`config.mk`:
```
export PLATFORM = sky130hd
export DESIGN_NAME = mbdo_observer
export DESIGN_NICKNAME = d
export VERILOG_FILES = /design/src/mbdo_pkg.sv /design/src/mbdo_observer.sv
export SDC_FILE = /design/constraint.sdc
export NUM_CORES = 1
export LEC_CHECK = 0
export ABC_AREA = 1
export BUFFER_PORTS_ARGS = -buffer_cell sky130_fd_sc_hd__buf_2
export CORE_AREA = 2 2 221 223
export CTS_CLUSTER_DIAMETER = 40
export DETAILED_ROUTE_END_ITERATION = 8
export DIE_AREA = 0 0 223 225
export PLACE_DENSITY = 0.46
export SLEW_MARGIN = 40
export SYNTH_ARGS = -nofsm -noshare
export SYNTH_HDL_FRONTEND = slang
export SYNTH_SLANG_ARGS = --single-unit
```
`constraint.sdc`:
```
create_clock -name ref_clk -period 9.2 [get_ports ref_clk]
set_input_delay 1.84 -clock ref_clk [delete_from_list [all_inputs] [get_ports ref_clk]]
set_output_delay 1.84 -clock ref_clk [all_outputs]
set_load 0.005 [all_outputs]
```
`src/mbdo_pkg.sv`:
```
// Purpose: Shared types and constants for the memory bus debug observer
// Assumes: Single peripheral bus clock domain
// Notes:   Physical addresses are 30 bits wide
package mbdo_pkg;
   localparam int unsigned PHYS_AW    = 30;
   localparam int unsigned DBG_AW     = 16;
   localparam int unsigned ROM_AW     = 24;
   localparam int unsigned DATA_W     = 64;
   localparam int unsigned PAR_W      = 8;
   localparam logic        VLDN_RESET = 1'b1;

   // Memory cycle kinds seen on the external bus
   typedef enum logic [2:0] {
      MBDO_CYC_IDLE  = 3'b000,
      MBDO_CYC_FPM   = 3'b001,
      MBDO_CYC_EDO   = 3'b010,
      MBDO_CYC_SDRAM = 3'b011,
      MBDO_CYC_ROM   = 3'b100,
      MBDO_CYC_FLASH = 3'b101,
      MBDO_CYC_EXPIO = 3'b110
   } mbdo_cyc_type;

   // Interface width of the cycle
   typedef enum logic [1:0] {
      MBDO_W8  = 2'b00,
      MBDO_W32 = 2'b01,
      MBDO_W64 = 2'b10
   } mbdo_width_type;

   // Memory controller view of one bus cycle
   typedef struct packed {
      mbdo_cyc_type              kind;
      mbdo_width_type            width;
      logic                      col_phase;
      logic                      rom_phase;
      logic                      addr_present;
      logic                      data_present;
      logic [PHYS_AW-1:0]        phys_addr;
   } mbdo_cycle_type;

   // Data path word with parity
   typedef struct packed {
      logic [DATA_W-1:0] data;
      logic [PAR_W-1:0]  par;
   } mbdo_dpath_type;

   // Stuck-at fault request
   typedef struct packed {
      logic           enable;
      logic           to_memory;
      mbdo_dpath_type stuck_mask;
      mbdo_dpath_type stuck_val;
   } mbdo_fault_type;
endpackage : mbdo_pkg

```
`src/mbdo_observer.sv`:
```
// Purpose: Debug address, memory-valid strobe, fault injection and error capture
// Assumes: All inputs synchronous to ref_clk
// Notes:   Control bits are plain ports; no software bus
`timescale 1ns/10ps
module mbdo_observer (
   // Clock and reset
   input  wire logic                         ref_clk,
   input  wire logic                         reset,
   // Control
   input  wire logic                         dbg_addr_enable,
   input  wire logic                         capture_rearm,
   input  wire mbdo_pkg::mbdo_fault_type     fault_req,
   // Memory controller cycle
   input  wire mbdo_pkg::mbdo_cycle_type     cycle_in,
   // Data paths and checker
   input  wire mbdo_pkg::mbdo_dpath_type     int_path_in,
   input  wire mbdo_pkg::mbdo_dpath_type     mem_path_in,
   input  wire logic                         check_error,
   // Debug outputs
   output logic [mbdo_pkg::DBG_AW-1:0]       dbg_addr,
   output logic                              memory_cycle_valid_n,
   output mbdo_pkg::mbdo_dpath_type          int_path_out,
   output mbdo_pkg::mbdo_dpath_type          mem_path_out,
   output mbdo_pkg::mbdo_dpath_type          capture_data,
   output logic                              capture_valid
);
   //------------------------------------------------------------
   // Debug address selection
   //------------------------------------------------------------
   mbdo_pkg::mbdo_cycle_type cyc;
   assign cyc = cycle_in;

   wire is_dram = (cyc.kind == mbdo_pkg::MBDO_CYC_FPM) || (cyc.kind == mbdo_pkg::MBDO_CYC_EDO)
                  || (cyc.kind == mbdo_pkg::MBDO_CYC_SDRAM);
   wire is_rom  = (cyc.kind == mbdo_pkg::MBDO_CYC_ROM) || (cyc.kind == mbdo_pkg::MBDO_CYC_FLASH)
                  || (cyc.kind == mbdo_pkg::MBDO_CYC_EXPIO);

   // Address in interface units: drop byte lanes below the bus width
   function automatic logic [mbdo_pkg::PHYS_AW-1:0] unit_addr(
      input logic [mbdo_pkg::PHYS_AW-1:0] a,
      input mbdo_pkg::mbdo_width_type     w);
      case (w)
         mbdo_pkg::MBDO_W64: unit_addr = {3'h0, a[mbdo_pkg::PHYS_AW-1:3]};
         mbdo_pkg::MBDO_W32: unit_addr = {2'h0, a[mbdo_pkg::PHYS_AW-1:2]};
         default:            unit_addr = a;
      endcase
   endfunction : unit_addr

   wire [mbdo_pkg::PHYS_AW-1:0] unit_a = unit_addr(cyc.phys_addr, cyc.width);
   // DRAM: upper bits beyond the row/column pins; ROM: top 16 bits of the 24-bit ROM address
   wire [mbdo_pkg::DBG_AW-1:0] dram_dbg =
      unit_a[mbdo_pkg::PHYS_AW-1:mbdo_pkg::PHYS_AW-mbdo_pkg::DBG_AW];
   wire [mbdo_pkg::DBG_AW-1:0] rom_dbg  =
      unit_a[mbdo_pkg::ROM_AW-1:mbdo_pkg::ROM_AW-mbdo_pkg::DBG_AW];
   wire load_dram = dbg_addr_enable && is_dram && cyc.col_phase;
   wire load_rom  = dbg_addr_enable && is_rom && cyc.rom_phase;
   wire [mbdo_pkg::DBG_AW-1:0] dbg_d = load_dram ? dram_dbg
                                     : load_rom ? rom_dbg
                                     : dbg_addr_enable ? dbg_addr : '0;

   always_ff @(posedge ref_clk or posedge reset) begin
      if (reset) begin
         dbg_addr <= '0;
      end else begin
         dbg_addr <= dbg_d;
      end
   end

   //------------------------------------------------------------
   // Memory-valid strobe
   //------------------------------------------------------------
   wire valid_n_d = ~((is_dram || cyc.kind == mbdo_pkg::MBDO_CYC_ROM
                       || cyc.kind == mbdo_pkg::MBDO_CYC_FLASH)
                      && (cyc.addr_present || cyc.data_present));

   always_ff @(posedge ref_clk or posedge reset) begin
      if (reset) begin
         memory_cycle_valid_n <= mbdo_pkg::VLDN_RESET;
      end else begin
         memory_cycle_valid_n <= valid_n_d;
      end
   end

   //------------------------------------------------------------
   // Fault injection
   //------------------------------------------------------------
   function automatic mbdo_pkg::mbdo_dpath_type stuck(
      input mbdo_pkg::mbdo_dpath_type v,
      input mbdo_pkg::mbdo_dpath_type m,
      input mbdo_pkg::mbdo_dpath_type s,
      input logic                     on);
      stuck = on ? ((v & ~m) | (s & m)) : v;
   endfunction : stuck

   wire inj_int = fault_req.enable && !fault_req.to_memory;
   wire inj_mem = fault_req.enable && fault_req.to_memory;
   mbdo_pkg::mbdo_dpath_type int_d;
   mbdo_pkg::mbdo_dpath_type mem_d;
   assign int_d = stuck(int_path_in, fault_req.stuck_mask, fault_req.stuck_val, inj_int);
   assign mem_d = stuck(mem_path_in, fault_req.stuck_mask, fault_req.stuck_val, inj_mem);

   always_ff @(posedge ref_clk or posedge reset) begin
      if (reset) begin
         int_path_out <= '0;
         mem_path_out <= '0;
      end else begin
         int_path_out <= int_d;
         mem_path_out <= mem_d;
      end
   end

   //------------------------------------------------------------
   // Error capture
   //------------------------------------------------------------
   wire take = check_error && (!capture_valid || capture_rearm);
   // Error beats the re-arm in the same cycle
   wire cap_valid_d = take ? 1'b1 : (capture_rearm ? 1'b0 : capture_valid);

   always_ff @(posedge ref_clk or posedge reset) begin
      if (reset) begin
         capture_valid <= 1'b0;
         capture_data  <= '0;
      end else begin
         capture_valid <= cap_valid_d;
         if (take) begin
            capture_data <= mem_d;
         end
      end
   end

   // Double-word units: top physical bits shifted down by three
   wire [mbdo_pkg::DBG_AW-1:0] w64_ref =
      {3'h0, cyc.phys_addr[mbdo_pkg::PHYS_AW-1:mbdo_pkg::PHYS_AW-mbdo_pkg::DBG_AW+3]};
endmodule : mbdo_observer

```
## Yosys cells after proc, flatten, opt, wreduce, memory -nomap -nowiden

Index checks and enable logic that the tools add are counted.

- Eq/ne operators: 9
- Mux-type cells: 8
- Bitwise logic cells: 7
- Reductions and logical operators: 19

Operator list:

| operator | count |
|---|---|
| $and 72x72->72 | 3 |
| $mux 72 | 2 |
| $or 72x72->72 | 2 |
| $not 72->72 | 1 |
| $pmux 30 s2 | 1 |
| $mux 16 | 3 |
| $eq 3x3->1 const B | 3 |
| $logic_and 1x1->1 | 8 |
| $logic_or 1x1->1 | 8 |
| $eq 3x2->1 const B | 2 |
| $eq 3x1->1 const B | 1 |
| $ne 3x1->1 const B | 1 |
| $eq 2x1->1 const B | 1 |
| $eq 2x2->1 const B | 1 |
| $logic_not 1->1 | 2 |
| $mux 1 | 2 |
| $reduce_bool 2->1 | 1 |
| $not 1->1 | 1 |

- Register bits: 234
- Input bits: 334
- Output and inout bits: 234
- Logic and storage cells: 52

## Logic depth before layout (Yosys ltp)

Gate-level depths: netlist of run 1.

- Word-level depth: 7
- Gate-level depth with buffers: 12
- Mapped depth without buffers: 9

## Least setup slack after synthesis of run 1

No wires, ideal clock.

- Path type: input to register
- Start: in cycle_in[34] (netlist name)
- End: reg dbg_addr[2] (netlist name)
- Library setup time: 117 ps
- Data arrival time: 2898 ps
- Data required time: 9083 ps
- Slack: 6185 ps
- Cell stages on the path: 10
- Buffers on the path: 2
- Path through: inv_1 > ha_1 > buf_4 > inv_2 > buf_4 > or2_2 > nand3_1 > nand2_1 > inv_1 > nand2_1

- Word-level cells in the longest chain between the ends: 4
- Elaborated cells between the ends (all ways): 5
- Those cells by class: eq/ne: 2; mux: 3

Ends and longest elaborated chain:

| element | RTL line | source |
|---|---|---|
| from (decl) | mbdo_observer.sv:14 | `input wire mbdo_pkg::mbdo_cycle_type cycle_in,` |
| $eq 2x1->1 or $eq 2x2->1 (tied branches) | mbdo_observer.sv:42 | `case (w)` |
| $pmux 30 s2 * | mbdo_observer.sv:42 |  |
| $mux 16 | mbdo_observer.sv:58 | `: load_rom ? rom_dbg` |
| $mux 16 * | mbdo_observer.sv:57 | `wire [mbdo_pkg::DBG_AW-1:0] dbg_d = load_dram ? dram_dbg` |
| to (signal assigned) | mbdo_observer.sv:65 | `dbg_addr <= dbg_d;` |
| to (decl) | mbdo_observer.sv:20 | `output logic [mbdo_pkg::DBG_AW-1:0] dbg_addr,` |

Mark *: on every way between the ends. The rest lies on a longest branch, timed or not.
A chain may end at the register's enable or synchronous reset.

## Final worst setup path of run 1

- Start: in capture_rearm
- End: reg capture_data[70] (netlist name)

- Word-level cells in the longest chain between the ends: 2

Ends and longest elaborated chain:

| element | RTL line | source |
|---|---|---|
| from (decl) | mbdo_observer.sv:11 | `input wire logic capture_rearm,` |
| $logic_or 1x1->1 | mbdo_observer.sv:115 | `wire take = check_error && (!capture_valid \|\| capture_rearm);` |
| $logic_and 1x1->1 | mbdo_observer.sv:115 |  |
| to (signal assigned) | mbdo_observer.sv:126 | `capture_data <= mem_d;` |
| to (decl) | mbdo_observer.sv:24 | `output mbdo_pkg::mbdo_dpath_type capture_data,` |

No other way between the ends.

==> results of run 1 <==
-- stage by stage --
step / cell area (µm²) / hold WS, ps
after floorplan: 9930 / 473
after global placement: 13200 / 458
after detailed placement: 13300 / 460
after CTS: 14700 / 475
after global routing: 14700 / 490
final: 14700 / 471
-- kinds of logic after synthesis --
logic type | count (synthesis) | synth area share (%)
muxes | 1 | 0.113
DFF | 234 | 59.0
adders and majority gates | 2 | 0.252
AOI/OAI and AO/OA | 291 | 14.7
buffers and inverters | 161 | 7.20
and+or+nand+nor | 460 | 18.7
-- routing by layer --
layer  part of all wire, %  vias to the layer above
li1                      -                     4850
met1                    39                     4604
met2                    49                      403
met3                   8.6                       65
met4                   3.1                        0
met5                     0                        -
-- worst min path at each step --
stage,from,end,slack (ps),cells past startpoint
2_1_floorplan,capture_data[0],capture_data[0],470,2
3_3_place_gp,capture_data[68],capture_data[68],460,2
3_5_place_dp,capture_data[7],capture_data[7],460,2
4_1_cts,capture_data[7],capture_data[7],470,2
5_1_grt,capture_data[42],capture_data[42],490,2
6_report,capture_data[56],capture_data[56],470,2
-- power groups by stage --
stage / clock (mW) / sequential, mW / combinational, mW
after floorplan: 0 / 1.20 / 0.174
after global placement: 0 / 1.18 / 0.446
after detailed placement: 0 / 1.18 / 0.447
after CTS: 1.66 / 1.17 / 0.448
after global routing: 1.71 / 1.18 / 0.492
final: 1.62 / 1.17 / 0.436
-- worst reg2reg max path, cell delays in order, from the launching register on --
cell                       delay [ps]
sky130_fd_sc_hd__dfrtp_1          420
sky130_fd_sc_hd__a21oi_4          150
sky130_fd_sc_hd__buf_4            370
sky130_fd_sc_hd__clkinv_2         640
sky130_fd_sc_hd__buf_4            520
sky130_fd_sc_hd__nand2_1          130
sky130_fd_sc_hd__o21ai_0           80
-- area by class of cell --
class	instances	area, µm²	area share (%)
Clock buffer	44	1080	7.32
Sequential cell	234	5860	39.7
Timing Repair Buffer	567	2870	19.5
Inverter	101	388	2.63
Multi-Input combinational cell	754	3380	22.9
Tap cell	615	769	5.22
Clock inverter	32	404	2.74
-- layout by cell type, fill, tap and decap left out --
cell type and instances:
sky130_fd_sc_hd__o211ai_1 1, sky130_fd_sc_hd__bufinv_16 6, sky130_fd_sc_hd__ha_1 2, sky130_fd_sc_hd__buf_2 559, sky130_fd_sc_hd__inv_2 1, sky130_fd_sc_hd__mux2_2 1, sky130_fd_sc_hd__nor2_2 2, sky130_fd_sc_hd__buf_6 3
sky130_fd_sc_hd__inv_1 98, sky130_fd_sc_hd__o21ai_1 139, sky130_fd_sc_hd__inv_6 4, sky130_fd_sc_hd__clkinv_2 6, sky130_fd_sc_hd__inv_16 1, sky130_fd_sc_hd__nand4_1 17, sky130_fd_sc_hd__dfstp_2 1, sky130_fd_sc_hd__nand2_4 2
sky130_fd_sc_hd__clkbuf_16 43, sky130_fd_sc_hd__clkinv_4 4, sky130_fd_sc_hd__nand2_1 379, sky130_fd_sc_hd__dfrtp_1 233, sky130_fd_sc_hd__buf_4 5, sky130_fd_sc_hd__inv_8 6, sky130_fd_sc_hd__a21oi_4 1, sky130_fd_sc_hd__or2_2 4
sky130_fd_sc_hd__nand3_1 56, sky130_fd_sc_hd__o21ai_0 150, sky130_fd_sc_hd__clkinvlp_4 7, sky130_fd_sc_hd__clkbuf_1 1
-- registers in the layout (all words and copies together) (netlist names) --
| signal | count |
|---|---|
| dbg_addr | 16 |
| capture_data | 72 |
| int_path_out | 72 |
| mem_path_out | 72 |
| memory_cycle_valid_n | 1 |
| capture_valid | 1 |
==> results_dict.tcl, run 1 <==
set metrics [dict create \
    coreArea_mm2 0.0475 \
    grt.met3_usage_pct 5.37 \
    grt_setup_unrepaired "false" \
    final_min_period_over_clock_period_pct 37.2 \
    final_core_utilization_pct 31.0 \
    critical_path_peak_fanout 40 \
    cellInternalPower_mw 2.35 \
    power.static_leakage_nw 7.88 \
    numCtsBuffers 42 \
    n_antenna_cell 0 \
    num-nets-final 2036 \
    max-slew-margin-rel_pct 46.4 \
    tritoncts_clock_tree "yes" \
    cp_data_required_time_ps 9600 \
    power.combinational.fraction_pct 13.5 \
    timing.critical_path.arrival_ps 3830 \
    globalRouteOverflowTotal 0 \
    ratio_of_cells_with_drive_above_1_in_the_final_layout_pct 37.9 \
    detail_route.iter0.violations 440 \
    fraction_of_the_yosys_area_taken_by_sequential_cells_pct 59.0 \
    worst_r2r_endpoint "capture_data[70]" \
    net_switching_fraction_of_the_power_pct 27.1 \
    worstSetupStartpointType "input port" \
    synthFlopType "sky130_fd_sc_hd__dfrtp_1" \
    initial_utilization_pct 20.9 \
    grt_busiest_layer "met2" \
    cpMostUsedCell "sky130_fd_sc_hd__buf_4" \
    grt_use_total_pct 14.9 \
    post_cts_resize_count 0 \
    detailedPlacementHpwl_um 29500 \
    timing.setup.critical_path_class "input port to register" \
    die_w_um 223 \
    power.net_switching_uw 873 \
    timing.critical_path.from "capture_rearm" \
    synth_enable_flop_cells 0 \
    slowest_library_cell_on_the_worst_path "sky130_fd_sc_hd__clkinv_2" \
    clk_pin_slew_ps 50 \
    die_area_mm2 0.0502 \
    finalSetupViolCount 0 \
    routability_congestion_estimate 0.886 \
    cell_count_after_placement 2271 \
    achievable-frequency_ghz 0.292 \
    critical_path.top_delay_family "buffers and inverters" \
    buffer_ports.inserted 559 \
    cts-htree-levels 2 \
    rrSetupSlack_ps 6730 \
    cellPowerDensity_mw_per_mm2 218 \
    worstSkewPairLatency_ps 550 \
    critical_path.endpoint_type "register" \
    critical_path.cell_chain "buf_2 -> inv_1 -> a21oi_4 -> buf_4 -> clkinv_2 -> buf_4 -> nand2_1 -> o21ai_0" \
    run_status "finished clean" \
    synth-seq-cells 234 \
    routedWlPerCell_um 16.4 \
    final_slew_viol_count 0 \
    grt_pass1_wl_um 57200 \
    cts_setup_buffers 0 \
    cap_viol_max_count 0 \
    preCtsSetupSlack_ps 5100 \
    seqPwrFrac_pct 36.3 \
    async_set_or_reset_flop_fraction_in_the_synthesized_netlist_pct 100 \
    grt.met1_usage_pct 16.8 \
    synthesis.nets 1485 \
    ir_drop_v 0.000114 \
    syn-instance-count 1149 \
    fin_worst_skew_ps 26.9 \
    drc 0 \
    antenna_left 0 \
    yosys.area.top_type_share_pct 58.7 \
    tightestPinTransition_ps 802 \
    regToRegStartpoint "capture_valid" \
    synthesis.yosys.warnings 0 \
    grt_antenna_before_repair 0 \
    grt_pass1_vias 10200 \
    num_vias 9922 \
    min_period_ps 3420 \
    synth_top_cells_by_area "sky130_fd_sc_hd__dfrtp_1 59%, sky130_fd_sc_hd__nand2_1 14%, sky130_fd_sc_hd__o21ai_0 7.6%" \
    timing.final.hold_violations 0 \
    clock_power_share_pct 50.2 \
    yosysUniqueCellTypes 21 \
    flow.area_growth_from_synthesis_pct 48.5 \
    hp-class "register to register" \
    post_layout_nonfiller_instances 2347 \
    synthesis.area_mm2 0.00993 \
    die_y_um 225 \
    post_synth_most_frequent_cells "380 x sky130_fd_sc_hd__nand2_1, 233 x sky130_fd_sc_hd__dfrtp_1, 150 x sky130_fd_sc_hd__o21ai_0, 139 x sky130_fd_sc_hd__o21ai_1, 99 x sky130_fd_sc_hd__inv_1" \
    syn_area_per_cell_um2 8.64 \
    met2_usage_pct 25.8 \
    io_pins 568 \
    root_buffer "sky130_fd_sc_hd__clkbuf_16" \
    fin_total_pwr_mw 3.22 \
    n_fill_cell 5103 \
    routed_wirelength_um 38500 \
    cp-endpoint "capture_data[70]" \
    setup-tns-final_ps 0 \
    crit_buf_inv 5 \
    row_count 80 \
    synth.most_common_cell "sky130_fd_sc_hd__nand2_1" \
    cts_num_sinks 234 \
    path_depth 8 \
    post-synth-top-area-cell "sky130_fd_sc_hd__dfrtp_1" \
    clockBufferDepth 3 \
    vias_per_cell 4.23 \
    cts_hold_buffers 0 \
    worst_path_largest_cell_delay_ps 620 \
    largest_net_degree_at_the_start_of_global_routing 89 \
    timing.reg2reg.worst_path_depth 6 \
    drtPass1Iterations 5 \
    timing.final.ws_setup_ps 5780 \
]
Power figures use the tool's default switching activity.
==> run 2: changes to the inputs <==
--- a/config.mk
+++ b/config.mk
@@ -5,13 +5,13 @@
 export SDC_FILE = /design/constraint.sdc
 export NUM_CORES = 1
 export LEC_CHECK = 0
-export ABC_AREA = 1
+export ABC_AREA = 0
 export BUFFER_PORTS_ARGS = -buffer_cell sky130_fd_sc_hd__buf_2
-export CORE_AREA = 2 2 221 223
+export CORE_AREA = 2 2 220 222
 export CTS_CLUSTER_DIAMETER = 40
 export DETAILED_ROUTE_END_ITERATION = 8
-export DIE_AREA = 0 0 223 225
-export PLACE_DENSITY = 0.46
+export DIE_AREA = 0 0 222 224
+export PLACE_DENSITY = 0.48
 export SLEW_MARGIN = 40
 export SYNTH_ARGS = -nofsm -noshare
 export SYNTH_HDL_FRONTEND = slang
==> constraint.sdc (replaced) <==
create_clock -name ref_clk -period 3.4 [get_ports ref_clk]
set_input_delay 0.68 -clock ref_clk [delete_from_list [all_inputs] [get_ports ref_clk]]
set_output_delay 0.68 -clock ref_clk [all_outputs]
set_load 0.005 [all_outputs]
==> run 2 against run 1 <==
Compared with the run above:
- combinational power rose to 3.1 times the previous value
- sequential share of layout area down 1.9 points
- hold slack worse by 290 ps
- cell area up 5.2%
- via count down 14%
- die area down 0.89%
==> results_dict.tcl, run 2 <==
set metrics [dict create \
    timing.critical_path.arrival_ps 2490 \
    syn_area_per_cell_um2 14.1 \
    timing.final.ws_setup_ps 1390 \
    ir_drop_v 0.000325 \
    net_switching_fraction_of_the_power_pct 24.6 \
    grt_use_total_pct 14.2 \
    power.net_switching_mw 2.26 \
    clk_pin_slew_ps 50 \
    fraction_of_the_yosys_area_taken_by_sequential_cells_pct 55.7 \
    power.static_leakage_nw 7.73 \
    num-nets-final 1661 \
    hp-class "input port to asynchronous set/reset pin" \
    syn-instance-count 743 \
    detail_route.iter0.violations 264 \
    synthesis.yosys.warnings 0 \
    post-synth-top-area-cell "sky130_fd_sc_hd__dfrtp_1" \
    synthFlopType "sky130_fd_sc_hd__dfrtp_1" \
    most-common-layout-cells "557 x sky130_fd_sc_hd__buf_2, 233 x sky130_fd_sc_hd__dfrtp_1, 117 x sky130_fd_sc_hd__mux2_4, 99 x sky130_fd_sc_hd__mux2_2, 77 x sky130_fd_sc_hd__nand2_1" \
    worstSkewPairLatency_ps 540 \
    numCtsBuffers 45 \
    synth_top_family_by_area "multiplexers" \
    tritoncts_clock_tree "yes" \
    io_pins 568 \
    mostFrequentLayoutCell "sky130_fd_sc_hd__buf_2" \
    worstSetupStartpointType "input port" \
    routedWlPerCell_um 18.3 \
    critical_path.endpoint_type "register" \
    cellPowerDensity_mw_per_mm2 592 \
    synthAdderAreaFrac_pct 0.238 \
    cts_setup_buffers 0 \
    sequential_cell_area_mm2 0.00586 \
    globalRouteOverflowTotal 0 \
    coreArea_mm2 0.0473 \
    grt_antenna_before_repair 1 \
    cp_data_required_time_ps 3880 \
    preCtsSetupSlack_ps 827 \
    initial_utilization_pct 22.2 \
    row_count 80 \
    seqPwrFrac_pct 34.8 \
    finalSetupViolCount 0 \
    synth_enable_flop_cells 0 \
    largestRegisters "capture_data: 72 flops, int_path_out: 72 flops, mem_path_out: 72 flops" \
    cellInternalPower_mw 6.92 \
    synth.most_common_cell "sky130_fd_sc_hd__dfrtp_1" \
    timing.reg2reg.worst_path_depth 4 \
    cts_hold_buffers 0 \
    final_slew_viol_count 0 \
    detailedPlacementHpwl_um 27700 \
    yosys-mux-area-fraction_pct 27.3 \
    synthesis.nets 1079 \
    tightestPinTransition_ps 723 \
    slowest_library_cell_on_the_worst_path "sky130_fd_sc_hd__ha_2" \
    num_vias 8503 \
    yosys.area.top_type_share_pct 55.5 \
    post_synth_most_frequent_cells "233 x sky130_fd_sc_hd__dfrtp_1, 117 x sky130_fd_sc_hd__mux2_4, 99 x sky130_fd_sc_hd__mux2_2, 77 x sky130_fd_sc_hd__nand2_1, 72 x sky130_fd_sc_hd__nand3_1" \
    yosysUniqueCellTypes 32 \
    ratio_of_cells_with_drive_above_1_in_the_final_layout_pct 65.0 \
    synth-xor-area-share_pct 0 \
    timing.final.hold_violations 0 \
    multiInputGateArea_mm2 0.00418 \
    power.combinational.fraction_pct 14.6 \
    run_status "finished clean" \
    die_area_mm2 0.0497 \
    buffer_ports.inserted 559 \
    timing.setup.critical_path_class "input port to register" \
    complex_gate_fraction_of_the_synthesized_area_pct 4.64 \
    clockBufferDepth 3 \
    grt_pass1_wl_um 54100 \
    critical_path_peak_fanout 42 \
    die_w_um 222 \
    worst_path_largest_cell_delay_ps 750 \
    fin_total_pwr_mw 9.18 \
    cts-htree-levels 2 \
    min_period_ps 2010 \
    fin_worst_skew_ps 7.67 \
    yosys.area_share.simple_pct 7.49 \
    largest_net_degree_at_the_start_of_global_routing 53 \
    antenna_left 0 \
    grt_setup_unrepaired "false" \
    max-slew-margin-rel_pct 50.5 \
    post_cts_resize_count 0 \
    n_fill_cell 4828 \
    drtPass1Iterations 5 \
    async_set_or_reset_flop_fraction_in_the_synthesized_netlist_pct 100 \
    synth-seq-cells 234 \
    die_y_um 224 \
    drc 0 \
    root_buffer "sky130_fd_sc_hd__clkbuf_16" \
    routed_wirelength_um 36300 \
    cap_viol_max_count 0 \
    final_min_period_over_clock_period_pct 59.2 \
    synth_top_cells_by_area "sky130_fd_sc_hd__dfrtp_1 55%, sky130_fd_sc_hd__mux2_4 17%, sky130_fd_sc_hd__mux2_2 11%" \
    flow.area_growth_from_synthesis_pct 47.5 \
    routability_congestion_estimate 0.861 \
    synthesis.area_mm2 0.0105 \
    cts_num_sinks 234 \
    grt_pass1_vias 9058 \
    achievable-frequency_ghz 0.497 \
    clock_power_share_pct 50.6 \
    critical_path.cell_chain "buf_2 -> inv_1 -> ha_2 -> a221oi_1 -> a2111oi_0 -> a221o_1" \
    vias_per_cell 4.30 \
]
## run 2: changes by cell type in the layout (fill, tap and decap cells not counted), sizes merged, moves of 9 or more
cell	previous run	this run
a21oi	1	10
nand4	17	0
inv	110	20
nand3	56	72
mux2	1	216
o21ai	289	2
nand2	381	77
clkbuf	44	53
buf	567	579
a221o	0	16
a221oi	0	19
## run 2: cells by family after synthesis
family,Yosys count
buffers and inverters,62
multiplexers,216
adder cells (fa/ha/maj),2
AND/OR/NAND/NOR,171
flip-flops,234
AO/OA/AOI/OAI,58
## run 2: critical path, delay by kind of cell
family | cells | cell delay [ps]
AO/OA/AOI/OAI | 3 | 920
adder cells (fa/ha/maj) | 1 | 750
buffers and inverters | 2 | 130
## run 2: per-stage QoR
stage | TNS, ps | area, µm² | cells | hold WS (ps) | util (%)
floorplan | -79940 | 10500 | 743 | 494 | -
global placement | 0 | 13900 | 1892 | 486 | 29.3
detailed placement | 0 | 13900 | 1893 | 489 | 29.4
CTS | 0 | 15500 | 1975 | 166 | 32.7
global route | 0 | 15500 | 1976 | 189 | 32.7
finish | 0 | 15500 | 1977 | 184 | 32.7
## run 2: final timing paths
| path | slack, ps | endpoint | from |
|---|---|---|---|
| min in group ref_clk | 320 | memory_cycle_valid_n | cycle_in[38] |
| setup / recovery | 1390 | dbg_addr[10] | cycle_in[34] |
| hold reg to reg | 500 | capture_data[69] | capture_data[69] |
| hold / removal | 180 | int_path_out[60] | reset |
| setup reg to reg | 1620 | capture_data[66] | capture_valid |
| max in group asynchronous | 2370 | memory_cycle_valid_n | reset |
## run 2: final cells by class
cell class | instances | share of cell area [%]
sequential | 234 | 37.8
timing repair buffer | 579 | 19.5
antenna | 2 | 0.0323
inverter | 18 | 0.460
multi-input combinational | 447 | 26.9
clock inverter | 29 | 2.33
clock buffer | 53 | 7.99
tap | 615 | 4.96
## run 2: layer usage
layer | up-vias | GRT usage, % | part of all wire [%]
li1 | 3856 | - | -
met1 | 4148 | 15.7 | 38
met2 | 425 | 25.1 | 50
met3 | 74 | 4.62 | 8.2
met4 | 0 | 5.51 | 3.2
met5 | - | 0 | 0
## run 2: power groups by stage
stage	clock (mW)	sequential, mW	combinational (mW)
after floorplan	0	3.26	0.627
after global placement	0	3.23	1.35
after detailed placement	0	3.24	1.36
after CTS	4.78	3.20	1.37
after global routing	4.91	3.22	1.45
final	4.64	3.19	1.34
==> run 3: changes to the inputs <==
--- a/config.mk
+++ b/config.mk
@@ -5,13 +5,13 @@
 export SDC_FILE = /design/constraint.sdc
 export NUM_CORES = 1
 export LEC_CHECK = 0
-export ABC_AREA = 0
+export ABC_AREA = 1
 export BUFFER_PORTS_ARGS = -buffer_cell sky130_fd_sc_hd__buf_2
-export CORE_AREA = 2 2 220 222
+export CORE_AREA = 2 2 221 223
 export CTS_CLUSTER_DIAMETER = 40
 export DETAILED_ROUTE_END_ITERATION = 8
-export DIE_AREA = 0 0 222 224
-export PLACE_DENSITY = 0.48
+export DIE_AREA = 0 0 223 225
+export PLACE_DENSITY = 0.46
 export SLEW_MARGIN = 40
 export SYNTH_ARGS = -nofsm -noshare
 export SYNTH_HDL_FRONTEND = slang
==> constraint.sdc (replaced) <==
create_clock -name ref_clk -period 1.95 [get_ports ref_clk]
set_input_delay 0.39 -clock ref_clk [delete_from_list [all_inputs] [get_ports ref_clk]]
set_output_delay 0.39 -clock ref_clk [all_outputs]
set_load 0.005 [all_outputs]
==> run 3 against run 2 <==
Compared with the run above:
- core utilization shrank 0.75 points
- sequential share of layout area grew 0.72 points
- die area is 0.90% higher
- count of clock-buffer cells in the layout grew 6
- total power up 75%
- clock skew up 4.5 ps
- wire length up 5.6%
- combinational power up 59%
==> results_dict.tcl, run 3 (same netlist as run 1, synthesis figures left out) <==
set metrics [dict create \
    detailedPlacementHpwl_um 29500 \
    clockBufferDepth 3 \
    critical_path.endpoint_type "primary output" \
    ir_drop_v 0.000523 \
    coreArea_mm2 0.0475 \
    root_buffer "sky130_fd_sc_hd__clkbuf_16" \
    initial_utilization_pct 20.9 \
    regToRegStartpoint "capture_valid" \
    tritoncts_clock_tree "yes" \
    slowest_library_cell_on_the_worst_path "sky130_fd_sc_hd__dfstp_2" \
    flow.area_growth_from_synthesis_pct 53.3 \
    setup-tns-final_ps 0 \
    final_core_utilization_pct 32.0 \
    antenna_left 0 \
    n_fill_cell 5061 \
    ratio_of_cells_with_drive_above_1_in_the_final_layout_pct 38.6 \
    fin_worst_skew_ps 12.1 \
    cts_setup_buffers 0 \
    drtPass1Iterations 5 \
    power.net_switching_mw 4.01 \
    grt_use_total_pct 14.8 \
    critical_path_peak_fanout 1 \
    power.combinational.fraction_pct 13.2 \
    net_switching_fraction_of_the_power_pct 25.0 \
    routability_congestion_estimate 0.862 \
    worst_r2r_endpoint "capture_data[70]" \
    clock_power_share_pct 52.4 \
    min_period_ps 1540 \
    timing.critical_path.arrival_ps 1150 \
    timing.reg2reg.worst_path_depth 5 \
    worstSkewPairLatency_ps 530 \
    numCtsBuffers 46 \
    most-common-layout-cells "559 x sky130_fd_sc_hd__buf_2, 379 x sky130_fd_sc_hd__nand2_1, 233 x sky130_fd_sc_hd__dfrtp_1, 150 x sky130_fd_sc_hd__o21ai_0, 139 x sky130_fd_sc_hd__o21ai_1" \
    num_vias 10100 \
    cts_num_sinks 234 \
    io_pins 568 \
    routedWlPerCell_um 16.1 \
    timing.final.hold_violations 0 \
    num-nets-final 2067 \
    grt_pass1_wl_um 57800 \
    timing.hold.worst_endpoint "int_path_out[25]" \
    grt_setup_unrepaired "false" \
    final_min_period_over_clock_period_pct 78.9 \
    cellPowerDensity_mw_per_mm2 1060 \
    buffer_ports.inserted 559 \
    globalRouteOverflowTotal 0 \
    vias_per_cell 4.23 \
    critical_path.top_delay_family "flip-flops" \
    row_count 80 \
    cp_data_required_time_ps 1560 \
    die_area_mm2 0.0502 \
    clk_pin_slew_ps 50 \
    crit_buf_inv 1 \
    critical_path.cell_chain "buf_2" \
    die_w_um 223 \
    worst_hold_path.num_cells 3 \
    run_status "finished clean" \
    die_y_um 225 \
    mostFrequentLayoutCell "sky130_fd_sc_hd__buf_2" \
    detail_route.iter0.violations 519 \
    finalSetupViolCount 0 \
    drc 0 \
    final_slew_viol_count 0 \
    routed_wirelength_um 38300 \
    timing.setup.critical_path_class "register to primary output" \
    n_antenna_cell 0 \
    hp-class "input port to register" \
    achievable-frequency_ghz 0.650 \
    cts-htree-levels 2 \
    worst_path_largest_cell_delay_ps 510 \
    tightestPinTransition_ps 729 \
    max-slew-margin-rel_pct 51.4 \
    rrSetupSlack_ps 430 \
    cap_viol_max_count 0 \
    power.static_leakage_nw 8.14 \
    hold_ws_ps 86.0 \
    grt_antenna_before_repair 2 \
    critical_hold_path_startpoint "int_path_in[25]" \
    cellInternalPower_mw 12.1 \
    worstSetupStartpointType "register" \
    largest_net_degree_at_the_start_of_global_routing 94 \
    seqPwrFrac_pct 34.3 \
    grt_pass1_vias 10100 \
    largestRegisters "capture_data: 72 flops, int_path_out: 72 flops, mem_path_out: 72 flops" \
]
## run 3: cell count changes in the layout (fill, tap and decap cells not counted), moves of 8 or more
cell	change
sky130_fd_sc_hd__inv_1	+81
sky130_fd_sc_hd__o21ai_0	+149
sky130_fd_sc_hd__nor4_1	-8
sky130_fd_sc_hd__nand3_1	-16
sky130_fd_sc_hd__nand2_1	+302
sky130_fd_sc_hd__nand4_1	+17
sky130_fd_sc_hd__o21ai_1	+139
sky130_fd_sc_hd__a221o_1	-16
sky130_fd_sc_hd__a21oi_1	-10
sky130_fd_sc_hd__mux2_2	-98
sky130_fd_sc_hd__a221oi_1	-19
sky130_fd_sc_hd__mux2_4	-117
## run 3: metrics by stage
step / cells / power, mW / setup slack, ps / area (µm²)
after floorplan: 1149 / 6.46 / -1500 / 9930
after global placement: 2295 / 7.75 / 133 / 13500
after detailed placement: 2295 / 7.76 / 95.5 / 13500
after CTS: 2380 / 16.4 / 357 / 15200
after global routing: 2380 / 16.9 / 248 / 15200
final: 2380 / 16.1 / 411 / 15200
## run 3: worst max-delay path by stage
stage                    startpoint                   end  slack (ps)  cells after the start
2_1_floorplan                 reset       capture_data[0]       -1500                      1
3_3_place_gp           cycle_in[34]          dbg_addr[12]         130                     11
3_5_place_dp           cycle_in[34]          dbg_addr[12]         100                     11
4_1_cts               capture_valid      capture_data[70]         360                      5
5_1_grt               capture_valid      capture_data[70]         250                      4
6_report       memory_cycle_valid_n  memory_cycle_valid_n         410                      1
## run 3: worst reg2reg max path: stages (launching register included)
cell and delay (ps):
sky130_fd_sc_hd__dfrtp_1 410, sky130_fd_sc_hd__a21oi_4 270, sky130_fd_sc_hd__clkinv_2 90, sky130_fd_sc_hd__buf_4 350, sky130_fd_sc_hd__nand2_1 170, sky130_fd_sc_hd__o21ai_0 80
## run 3: repair_timing
action,4_1_cts,5_1_grt
endpoints found under the hold margin,28,0
gates resized for setup,0,0
hold buffers,3,0
## run 3: power groups by stage
stage	clock, mW	sequential, mW	combinational [mW]
after CTS	8.68	5.52	2.19
final	8.43	5.51	2.13
after floorplan	0	5.64	0.821
after detailed placement	0	5.58	2.18
after global placement	0	5.58	2.17
after global routing	8.93	5.57	2.40
## run 3: per-layer routing
layer	share of wire, %	vias up	global-route usage [%]
met1	40	4660	17.4
met3	8.5	69	4.55
li1	-	4911	-
met4	3.1	2	5.65
met2	48	433	25.5
met5	0.034	-	0
## run 3: cell type report
type | instances | area (µm²) | area share, %
well taps | 615 | 769 | 5.06
flip-flops and latches | 234 | 5860 | 38.5
inverters | 101 | 384 | 2.52
clock inverters | 23 | 368 | 2.42
repair buffers | 594 | 3170 | 20.8
multi-input cells | 754 | 3380 | 22.2
clock buffers | 59 | 1290 | 8.49
